$ cat config.mk
export PLATFORM = sky130hd
export DESIGN_NAME = rsofs_top
export DESIGN_NICKNAME = d
export VERILOG_FILES = /design/src/core/rsofs_pkg.sv /design/src/core/rsofs_cluster_if.sv /design/src/core/rsofs_cluster_guard.sv /design/src/core/rsofs_top.sv
export SDC_FILE = /design/constraint.sdc
export NUM_CORES = 1
export LEC_CHECK = 0
export ABC_AREA = 1
export BUFFER_PORTS_ARGS = -buffer_cell sky130_fd_sc_hd__buf_2
export CORE_UTILIZATION = 55
export CTS_CLUSTER_DIAMETER = 80
export CTS_CLUSTER_SIZE = 30
export DETAILED_ROUTE_END_ITERATION = 6
export GPL_TIMING_DRIVEN = 0
export PLACE_DENSITY = 0.8
export SYNTH_ARGS = -nofsm -noshare
export SYNTH_HDL_FRONTEND = slang
export SYNTH_HIERARCHICAL = 1
export SYNTH_SLANG_ARGS = --single-unit
$ cat constraint.sdc
create_clock -name mclk_i -period 4.3 [get_ports mclk_i]
set_clock_uncertainty 0.1 [all_clocks]
set_input_delay 0.215 -clock mclk_i [delete_from_list [all_inputs] [get_ports mclk_i]]
set_output_delay 0.215 -clock mclk_i [all_outputs]
set_load 0.02 [all_outputs]
$ cat src/core/rsofs_pkg.sv
package rsofs_pkg;

	// Channel and cluster geometry
	localparam int N_CH      = 16;
	localparam int CL_SIZE   = 4;
	localparam int N_CL      = (N_CH + CL_SIZE - 1) / CL_SIZE;
	localparam int N_DIN     = 16;
	localparam int DIN_SEL_W = 4;

	// Remote run/stop request sources, one bit each
	localparam int N_EXT    = 3;
	localparam int EXT_TOOL = 0;
	localparam int EXT_WORD = 1;
	localparam int EXT_WEB  = 2;

	// Channels below this index sense both rails on transistor outputs
	localparam int BOTH_RAIL_CH = 4;

	// Output stage kinds
	localparam logic [1:0] KIND_SOURCE = 2'h0;
	localparam logic [1:0] KIND_SINK   = 2'h1;
	localparam logic [1:0] KIND_RELAY  = 2'h2;

	// Reset values
	localparam logic [N_CH-1:0] OUT_RST = 16'h0000;
	localparam logic [N_CL-1:0] CL_RST  = 4'h0;

	// Re-arm timing
	localparam int REARM_PERIOD_MS = 1000;
	localparam int MCLK_KHZ        = 10000;
	localparam int REARM_CYCLES    = REARM_PERIOD_MS * MCLK_KHZ;
	localparam int REARM_CNT_W     = 24;
	localparam int PROBE_CYCLES    = 4;
	localparam int PROBE_CNT_W     = 3;

	typedef enum logic [1:0] {
		ST_STOP,
		ST_RUN,
		ST_EXC
	} rsofs_state_t;

	// Which faults a channel may report: bit 1 high rail, bit 0 low rail
	function automatic logic [1:0] rsofs_sense(input logic [1:0] kind,
	                                           input int ch);
		logic [1:0] m;
		m = 2'h0;
		if (kind == KIND_SOURCE)
			m = (ch < BOTH_RAIL_CH) ? 2'h3 : 2'h1;
		else if (kind == KIND_SINK)
			m = (ch < BOTH_RAIL_CH) ? 2'h3 : 2'h2;
		return m;
	endfunction : rsofs_sense

	// Channels belonging to one cluster
	function automatic logic [N_CH-1:0] rsofs_cl_mask(input int k);
		logic [N_CH-1:0] m;
		m = '0;
		for (int c = 0; c < N_CH; c++)
			m[c] = ((c / CL_SIZE) == k);
		return m;
	endfunction : rsofs_cl_mask

endpackage : rsofs_pkg

$ cat src/core/rsofs_cluster_if.sv
`timescale 1ns/1ns
interface rsofs_cluster_if;
	logic fault;
	logic inhibit;
	logic clear;
	logic blank;
	logic flag;

	modport guard (
		input  fault,
		input  inhibit,
		input  clear,
		output blank,
		output flag
	);

	modport sup (
		output fault,
		output inhibit,
		output clear,
		input  blank,
		input  flag
	);
endinterface : rsofs_cluster_if

$ cat src/core/rsofs_cluster_guard.sv
`timescale 1ns/1ns
module rsofs_cluster_guard
	import rsofs_pkg::*;
#(
	parameter int unsigned REARM_CYC = REARM_CYCLES
) (
	// Clock and reset
	input  wire logic       mclk_i,
	input  wire logic       rstn_i,
	// Cluster control and status
	rsofs_cluster_if.guard  cl
);

	localparam logic [REARM_CNT_W-1:0] REARM_LAST =
		REARM_CNT_W'(REARM_CYC - 1);
	localparam logic [PROBE_CNT_W-1:0] PROBE_LAST =
		PROBE_CNT_W'(PROBE_CYCLES - 1);

	logic [REARM_CNT_W-1:0] rearm_cnt;
	logic [PROBE_CNT_W-1:0] probe_cnt;
	logic                   probing;
	logic                   rearm_now;
	logic                   trip;

	assign rearm_now = cl.blank && !cl.inhibit && (rearm_cnt == REARM_LAST);
	// Sensing lags the pins, so a fresh retry ignores stale fault samples
	assign trip = cl.fault && !probing;

	// Time spent blanked; frozen at zero while re-arming is inhibited
	always_ff @(posedge mclk_i or negedge rstn_i) begin
		if (!rstn_i)
			rearm_cnt <= '0;
		else if (!cl.blank || cl.inhibit || rearm_now)
			rearm_cnt <= '0;
		else
			rearm_cnt <= rearm_cnt + 1'b1;
	end

	always_ff @(posedge mclk_i or negedge rstn_i) begin
		if (!rstn_i) begin
			probing   <= 1'b0;
			probe_cnt <= '0;
		end else if (rearm_now) begin
			probing   <= 1'b1;
			probe_cnt <= '0;
		end else if (probing) begin
			probing   <= (probe_cnt != PROBE_LAST);
			probe_cnt <= probe_cnt + 1'b1;
		end
	end

	always_ff @(posedge mclk_i or negedge rstn_i) begin
		if (!rstn_i)
			cl.blank <= 1'b0;
		else if (trip)
			cl.blank <= 1'b1;
		else if (rearm_now)
			cl.blank <= 1'b0;
		else if (cl.clear)
			cl.blank <= 1'b0;
	end

	always_ff @(posedge mclk_i or negedge rstn_i) begin
		if (!rstn_i)
			cl.flag <= 1'b0;
		else if (trip)
			cl.flag <= 1'b1;
		else if (cl.clear)
			cl.flag <= 1'b0;
	end

endmodule : rsofs_cluster_guard

$ cat src/core/rsofs_top.sv
`timescale 1ns/1ns
module rsofs_top
	import rsofs_pkg::*;
#(
	parameter int unsigned REARM_CYC = REARM_CYCLES
) (
	// Clock and reset
	input  wire logic                 mclk_i,
	input  wire logic                 rstn_i,
	// Run/stop sources
	input  wire logic                 switch_run_i,
	input  wire logic [N_DIN-1:0]     din_i,
	input  wire logic                 runstop_in_en_i,
	input  wire logic [DIN_SEL_W-1:0] runstop_sel_i,
	input  wire logic [N_EXT-1:0]     ext_run_i,
	input  wire logic [N_EXT-1:0]     ext_stop_i,
	input  wire logic                 exception_i,
	// Output channel values
	input  wire logic [N_CH-1:0]      out_cmd_i,
	input  wire logic [N_CH-1:0]      fallback_i,
	input  wire logic [N_CH-1:0]      pulse_train_output_i,
	input  wire logic [1:0]           out_kind_i,
	// Protection sensing and control
	input  wire logic [N_CH-1:0]      short_low_i,
	input  wire logic [N_CH-1:0]      short_high_i,
	input  wire logic                 rearm_inhibit_i,
	input  wire logic                 fault_clear_i,
	// Channel drive
	output logic      [N_CH-1:0]      output_channels_o,
	// Controller state
	output logic                      running_o,
	output logic                      exception_o,
	output logic                      fallback_active_o,
	output logic                      run_entered_o,
	output logic                      stop_entered_o,
	output logic                      ext_refused_o,
	output logic                      hold_switch_o,
	output logic                      hold_input_o,
	// Protection status
	output logic      [N_CH-1:0]      ch_fault_o,
	output logic      [N_CL-1:0]      cluster_blank_o,
	output logic      [N_CL-1:0]      cluster_fault_o
);

	// Pin synchronisers
	logic              sw_s1;
	logic              sw_s2;
	logic [N_DIN-1:0]  din_s1;
	logic [N_DIN-1:0]  din_s2;
	logic [N_CH-1:0]   lo_s1;
	logic [N_CH-1:0]   lo_s2;
	logic [N_CH-1:0]   hi_s1;
	logic [N_CH-1:0]   hi_s2;

	// Edge history
	logic              sw_prev;
	logic              rs_prev;
	logic              rs_lvl;
	logic              sw_rise;
	logic              rs_rise;

	// Run/stop state
	rsofs_state_t      state;
	rsofs_state_t      next_state;
	logic              refused;
	logic              held_sw;
	logic              held_in;
	logic              ext_run;
	logic              ext_stop;

	// Output path
	logic [N_CH-1:0]   ch_fault;
	logic [N_CH-1:0]   ch_blank;
	logic [N_CL-1:0]   cl_blank;
	logic [N_CL-1:0]   cl_flag;
	logic [N_CH-1:0]   fb_value;
	logic [N_CH-1:0]   next_out;

	always_ff @(posedge mclk_i or negedge rstn_i) begin
		if (!rstn_i) begin
			sw_s1  <= 1'b0;
			sw_s2  <= 1'b0;
			din_s1 <= '0;
			din_s2 <= '0;
		end else begin
			sw_s1  <= switch_run_i;
			sw_s2  <= sw_s1;
			din_s1 <= din_i;
			din_s2 <= din_s1;
		end
	end

	always_ff @(posedge mclk_i or negedge rstn_i) begin
		if (!rstn_i) begin
			lo_s1 <= '0;
			lo_s2 <= '0;
			hi_s1 <= '0;
			hi_s2 <= '0;
		end else begin
			lo_s1 <= short_low_i;
			lo_s2 <= lo_s1;
			hi_s1 <= short_high_i;
			hi_s2 <= hi_s1;
		end
	end

	assign rs_lvl = din_s2[runstop_sel_i];

	// History reset to stop: a switch resting at run starts after reset
	always_ff @(posedge mclk_i or negedge rstn_i) begin
		if (!rstn_i) begin
			sw_prev <= 1'b0;
			rs_prev <= 1'b0;
		end else begin
			sw_prev <= sw_s2;
			rs_prev <= rs_lvl;
		end
	end

	assign sw_rise = sw_s2 && !sw_prev;
	assign rs_rise = rs_lvl && !rs_prev;

	assign ext_run  = |ext_run_i;
	assign ext_stop = |ext_stop_i;

	always_comb begin
		next_state = state;
		refused    = 1'b0;
		held_sw    = 1'b0;
		held_in    = 1'b0;
		case (state)
			ST_EXC: begin
				if (!exception_i)
					next_state = ST_STOP;
			end
			default: begin
				if (exception_i) begin
					next_state = ST_EXC;
				end else if (!sw_s2) begin
					next_state = ST_STOP;
					held_sw    = 1'b1;
					refused    = ext_run || ext_stop;
				end else if (runstop_in_en_i && !rs_lvl) begin
					next_state = ST_STOP;
					held_in    = 1'b1;
					refused    = ext_run || ext_stop;
				end else if (sw_rise) begin
					next_state = ST_RUN;
				end else if (runstop_in_en_i && rs_rise) begin
					next_state = ST_RUN;
				end else if (ext_stop) begin
					next_state = ST_STOP;
				end else if (ext_run) begin
					next_state = ST_RUN;
				end
			end
		endcase
	end

	always_ff @(posedge mclk_i or negedge rstn_i) begin
		if (!rstn_i)
			state <= ST_STOP;
		else
			state <= next_state;
	end

	always_ff @(posedge mclk_i or negedge rstn_i) begin
		if (!rstn_i) begin
			running_o         <= 1'b0;
			exception_o       <= 1'b0;
			fallback_active_o <= 1'b1;
		end else begin
			running_o         <= (next_state == ST_RUN);
			exception_o       <= (next_state == ST_EXC);
			fallback_active_o <= (next_state != ST_RUN);
		end
	end

	always_ff @(posedge mclk_i or negedge rstn_i) begin
		if (!rstn_i) begin
			run_entered_o  <= 1'b0;
			stop_entered_o <= 1'b0;
			ext_refused_o  <= 1'b0;
			hold_switch_o  <= 1'b0;
			hold_input_o   <= 1'b0;
		end else begin
			run_entered_o  <= (next_state == ST_RUN) && (state != ST_RUN);
			stop_entered_o <= (next_state != ST_RUN) && (state == ST_RUN);
			ext_refused_o  <= refused;
			hold_switch_o  <= held_sw;
			hold_input_o   <= held_in;
		end
	end

	// Fault qualification per channel
	genvar c;
	generate
		for (c = 0; c < N_CH; c++) begin : g_ch
			logic [1:0] sense;
			assign sense       = rsofs_sense(out_kind_i, c);
			assign ch_fault[c] = (lo_s2[c] && sense[0])
			                  || (hi_s2[c] && sense[1]);
		end
	endgenerate

	genvar k;
	generate
		for (k = 0; k < N_CL; k++) begin : g_cl
			rsofs_cluster_if cl_if ();

			assign cl_if.fault   = |(ch_fault & rsofs_cl_mask(k));
			assign cl_if.inhibit = rearm_inhibit_i;
			assign cl_if.clear   = fault_clear_i;
			assign cl_blank[k]   = cl_if.blank;
			assign cl_flag[k]    = cl_if.flag;

			rsofs_cluster_guard #(
				.REARM_CYC (REARM_CYC)
			) u_guard (
				.mclk_i (mclk_i),
				.rstn_i (rstn_i),
				.cl     (cl_if.guard)
			);
		end
	endgenerate

	always_comb begin
		ch_blank = '0;
		for (int j = 0; j < N_CL; j++) begin
			if (cl_blank[j])
				ch_blank = ch_blank | rsofs_cl_mask(j);
		end
	end

	assign fb_value = fallback_i & ~pulse_train_output_i;

	always_comb begin
		if (state == ST_RUN)
			next_out = out_cmd_i;
		else
			next_out = fb_value;
		next_out = next_out & ~ch_blank;
	end

	always_ff @(posedge mclk_i or negedge rstn_i) begin
		if (!rstn_i)
			output_channels_o <= OUT_RST;
		else
			output_channels_o <= next_out;
	end

	always_ff @(posedge mclk_i or negedge rstn_i) begin
		if (!rstn_i) begin
			ch_fault_o      <= OUT_RST;
			cluster_blank_o <= CL_RST;
			cluster_fault_o <= CL_RST;
		end else begin
			ch_fault_o      <= ch_fault;
			cluster_blank_o <= cl_blank;
			cluster_fault_o <= cl_flag;
		end
	end

endmodule : rsofs_top

==> flow_summary_export.csv <==
group,metric,value,unit
clocking,numCtsBuffers,14,
synth,synth_top_family_by_area,"simple AND/OR/NAND/NOR gates",
worst_setup_path,worstPathArrival,2.87,ns
worst_setup_path,path_buf_inv,4,
drt,dr_total_vias,9056,
synth,synth_xor_area_share,4.83,%
die,io_pins,163,
layout,ff_latch_area,6760,µm²
synth,synth-seq-cells,270,
synth,synth_cells,1265,
synth,yosysTopAreaCell,"dfrtp_1",
clocking,cts_htree_levels,1,
pwr,total_power,4650,µW
synth,seq_area_frac_synth,58.2,%
sta,finalSetupViolCount,0,
place,place_hpwl,17.9,mm
worst_setup_path,critical_path.top_delay_family,"buffers and inverters",
sta,period_share,60.2,%
worst_setup_path,crit_chain,"inv_1, nor2_1, inv_1, clkbuf_1, o21ai_0, o21ai_0, dlygate4sd3_1, nor2_1",
grt,grt_pass1_wl,43.2,mm
clocking,cts_tree,"yes",
worst_hold_path,worstHoldStart,"pulse_train_output_i[2]",
place,pre_cts_ws,2.32,ns
grt,grt_max_degree,133,
sta,grt_setup_unrepaired,"false",
worst_setup_path,cp-start-kind,"flip-flop",
synth,muxShareOfSynthArea,0,%
pwr,p_per_area,328,nW/µm²
drt,wl,26.5,mm
die,coreArea,20500,µm²
sta,period_needed,2.59,ns
flow_run,cap_violations,0,
die,die_y,147,µm
synth,synth-edff-count,0,
synth,synthTopCellsByCount,"nand2_1 (296), dfrtp_1 (269), nor2_1 (255)",
synth,yosys.area.top_type_share,58.0,%
layout,nNetsFinal,1659,
grt,antenna_found_initial,0,
worst_hold_path,min_path_type,"primary input to flip-flop",
sta,worstMarginPinSlew,0.651,ns
grt,met2_usage,46.6,%
drt,routedWlPerCell,14.7,µm
drt,dr.pass1.iters,5,
die,die_x,147,µm
grt,busiest_layer,"met2",
synth,synth_ff_type,"dfrtp_1",
sta,hold_slack,0.0405,ns
sta,report.final.hold_viol_count,0,
sta,setup_ws,1.71,ns
pwr,power.leakage,0.00663,µW
layout,fillers,1544,
grt,use_met3,3.57,%
clocking,cts-root-buf,"clkbuf_16",
worst_setup_path,slowest_stage,"dlygate4sd3_1",
drt,drtIter0Drc,472,
place,dp.cells,1698,
synth,synthTopCellsByArea,"dfrtp_1 (58%), nand2_1 (9.6%), nor2_1 (8.2%), inv_1 (3.8%), nand3_1 (2.9%)",
worst_setup_path,r2r_end,"output_channels_o[11]$_DFF_PN0_",
place,io_buffers,161,
clocking,clk-insertion-delay-late,0.50,ns
clocking,cts_sinks,270,
grt,grt_pass1_vias,9105,
worst_hold_path,worstHoldPathCells,4,
synth,syn_area,11600,µm²
synth,synth.net_count,1392,
worst_hold_path,min_to,"output_channels_o[2]$_DFF_PN0_",
synth,synth.most_common_cell,"nand2_1",
clocking,cts_resized,0,
layout,drive_gt1_share,18.5,%
synth,yosys.area_share.adder,1.29,%
pwr,ir_worst_vdd,496,µV
grt,grt_usage,25.1,%
synth,synth-simple-area-share,26.9,%
worst_setup_path,reg2reg_depth,8,
die,fp-row-count,52,
die,design.die.area,21700,µm²
clocking,post_cts_buffers,0,
layout,multi_input_comb_area,4180,µm²
worst_setup_path,slowest_delay,0.57,ns
sta,maxSlewHeadroom,56.6,%
worst_setup_path,end_kind,"flip-flop",
clocking,cts.path.max_buffers,3,
drt,avgViaCountPerCell,5.01,
run_status,outcome,"completed",
synth,synthDistinctLibCells,34,
drt,ant_nets,0,
synth,syn_avg_cell_area,9.18,µm²
worst_setup_path,crit_fanout,10,
sta,slew_violations,0,
grt,grt_overflow,0,
clocking,clk_pin_slew,0.11,ns
worst_setup_path,worstSetupPathType,"flip-flop to flip-flop",
synth,yosys_warnings,6,
grt,grt_use_met1,30.6,%
worst_setup_path,cp.required,4.58,ns
die,start_util,56.6,%
drt,drc_errors,0,
layout,antenna_cells,0,
layout,synthToLayoutAreaGrowth,22.1,%
worst_setup_path,rrSetupSlack,1.71,ns
place,gp_congestion,0.885,
worst_setup_path,worstReg2RegStart,"state[0]$_DFF_PN0_",
synth,synth-compound-area-share,3.02,%
sta,fmax,0.386,GHz
clocking,cts_hold_buf,88,
layout,finalNonFillerCells,1807,
synth,synthArstFlopShare,100,%
-- placed cells by master, fill, tap and decap left out, types with 19 or more instances in the layout --
cell,n
dlygate4sd3_1,88
nor2_1,255
xor2_1,36
buf_2,160
inv_1,118
nand3_1,67
xnor2_1,28
o21ai_0,50
nand2_1,296
nor2_2,19
dfrtp_1,269
-- routing by layer --
layer	routed length, µm	up-vias	share of wire, %
li1	-	4421	-
met2	13700	281	52
met5	0	-	0
met4	529	0	2.0
met3	1450	38	5.4
met1	10800	4316	41
-- worst max path at each step --
stage                     slack (ns)                                      end  cells after the start                              startpoint
after floorplan                 2.76  g_cl[3].u_guard/rearm_cnt[12]$_DFF_PN0_                      7  g_cl[3].u_guard/rearm_cnt[0]$_DFF_PN0_
after global placement         -1.74                       hi_s1[2]$_DFF_PN0_                      1                                  rstn_i
after detailed placement        2.32          output_channels_o[13]$_DFF_PN0_                      7                      state[0]$_DFF_PN0_
after CTS                       1.78          output_channels_o[11]$_DFF_PN0_                      8                      state[0]$_DFF_PN0_
after global routing            1.67          output_channels_o[11]$_DFF_PN0_                      8                      state[0]$_DFF_PN0_
final                           1.71          output_channels_o[11]$_DFF_PN0_                      8                      state[0]$_DFF_PN0_
-- through the flow --
stage / TNS [ns] / instance area [µm²] / util (%)
after floorplan: 0 / 11600 / -
after global placement: -460.60 / 12800 / 62.2
after detailed placement: 0 / 12800 / 62.5
after CTS: 0 / 14200 / 69.1
after global routing: 0 / 14200 / 69.1
final: 0 / 14200 / 69.1
-- kinds of logic (layout without fill, tap and decap cells) --
family                   after synthesis  in the layout
AO/OA/AOI/OAI                         64             64
XOR/XNOR                              64             64
adder cells (fa/ha/maj)               12             12
buffers and inverters                151            423
flip-flops                           270            270
AND/OR/NAND/NOR                      704            704
-- worst register-to-register path, delay by kind of cell (launching register included) --
| kind | cells | cell delay, ns |
|---|---|---|
| AO/OA/AOI/OAI | 2 | 0.44 |
| flip-flops | 1 | 0.38 |
| AND/OR/NAND/NOR | 2 | 0.14 |
| buffers and inverters | 4 | 1.43 |
-- layout make-up --
class	instances	share of cell area, %
well taps	270	2.38
repair buffers	251	12.4
plain buffers	16	1.13
clock inverters	6	0.680
clock buffers	15	2.65
flip-flops and latches	270	47.7
multi-input cells	844	29.5
inverters	135	3.61
-- power by group --
group / total [µW] / internal, µW / switching [µW]
Clock: 1560 / 727 / 837
Combinational: 407 / 175 / 232
Sequential: 2670 / 2630 / 47.5
-- flip-flops by register name, indices dropped and copies added, names as in the netlist, 12 cells and up --
register,flops
ch_fault_o,16
din_s1,16
din_s2,16
g_cl.u_guard/probe_cnt,12
g_cl.u_guard/rearm_cnt,96
hi_s1,16
hi_s2,16
lo_s1,16
lo_s2,16
output_channels_o,16
No activity file was read; power rests on OpenSTA's default activity.
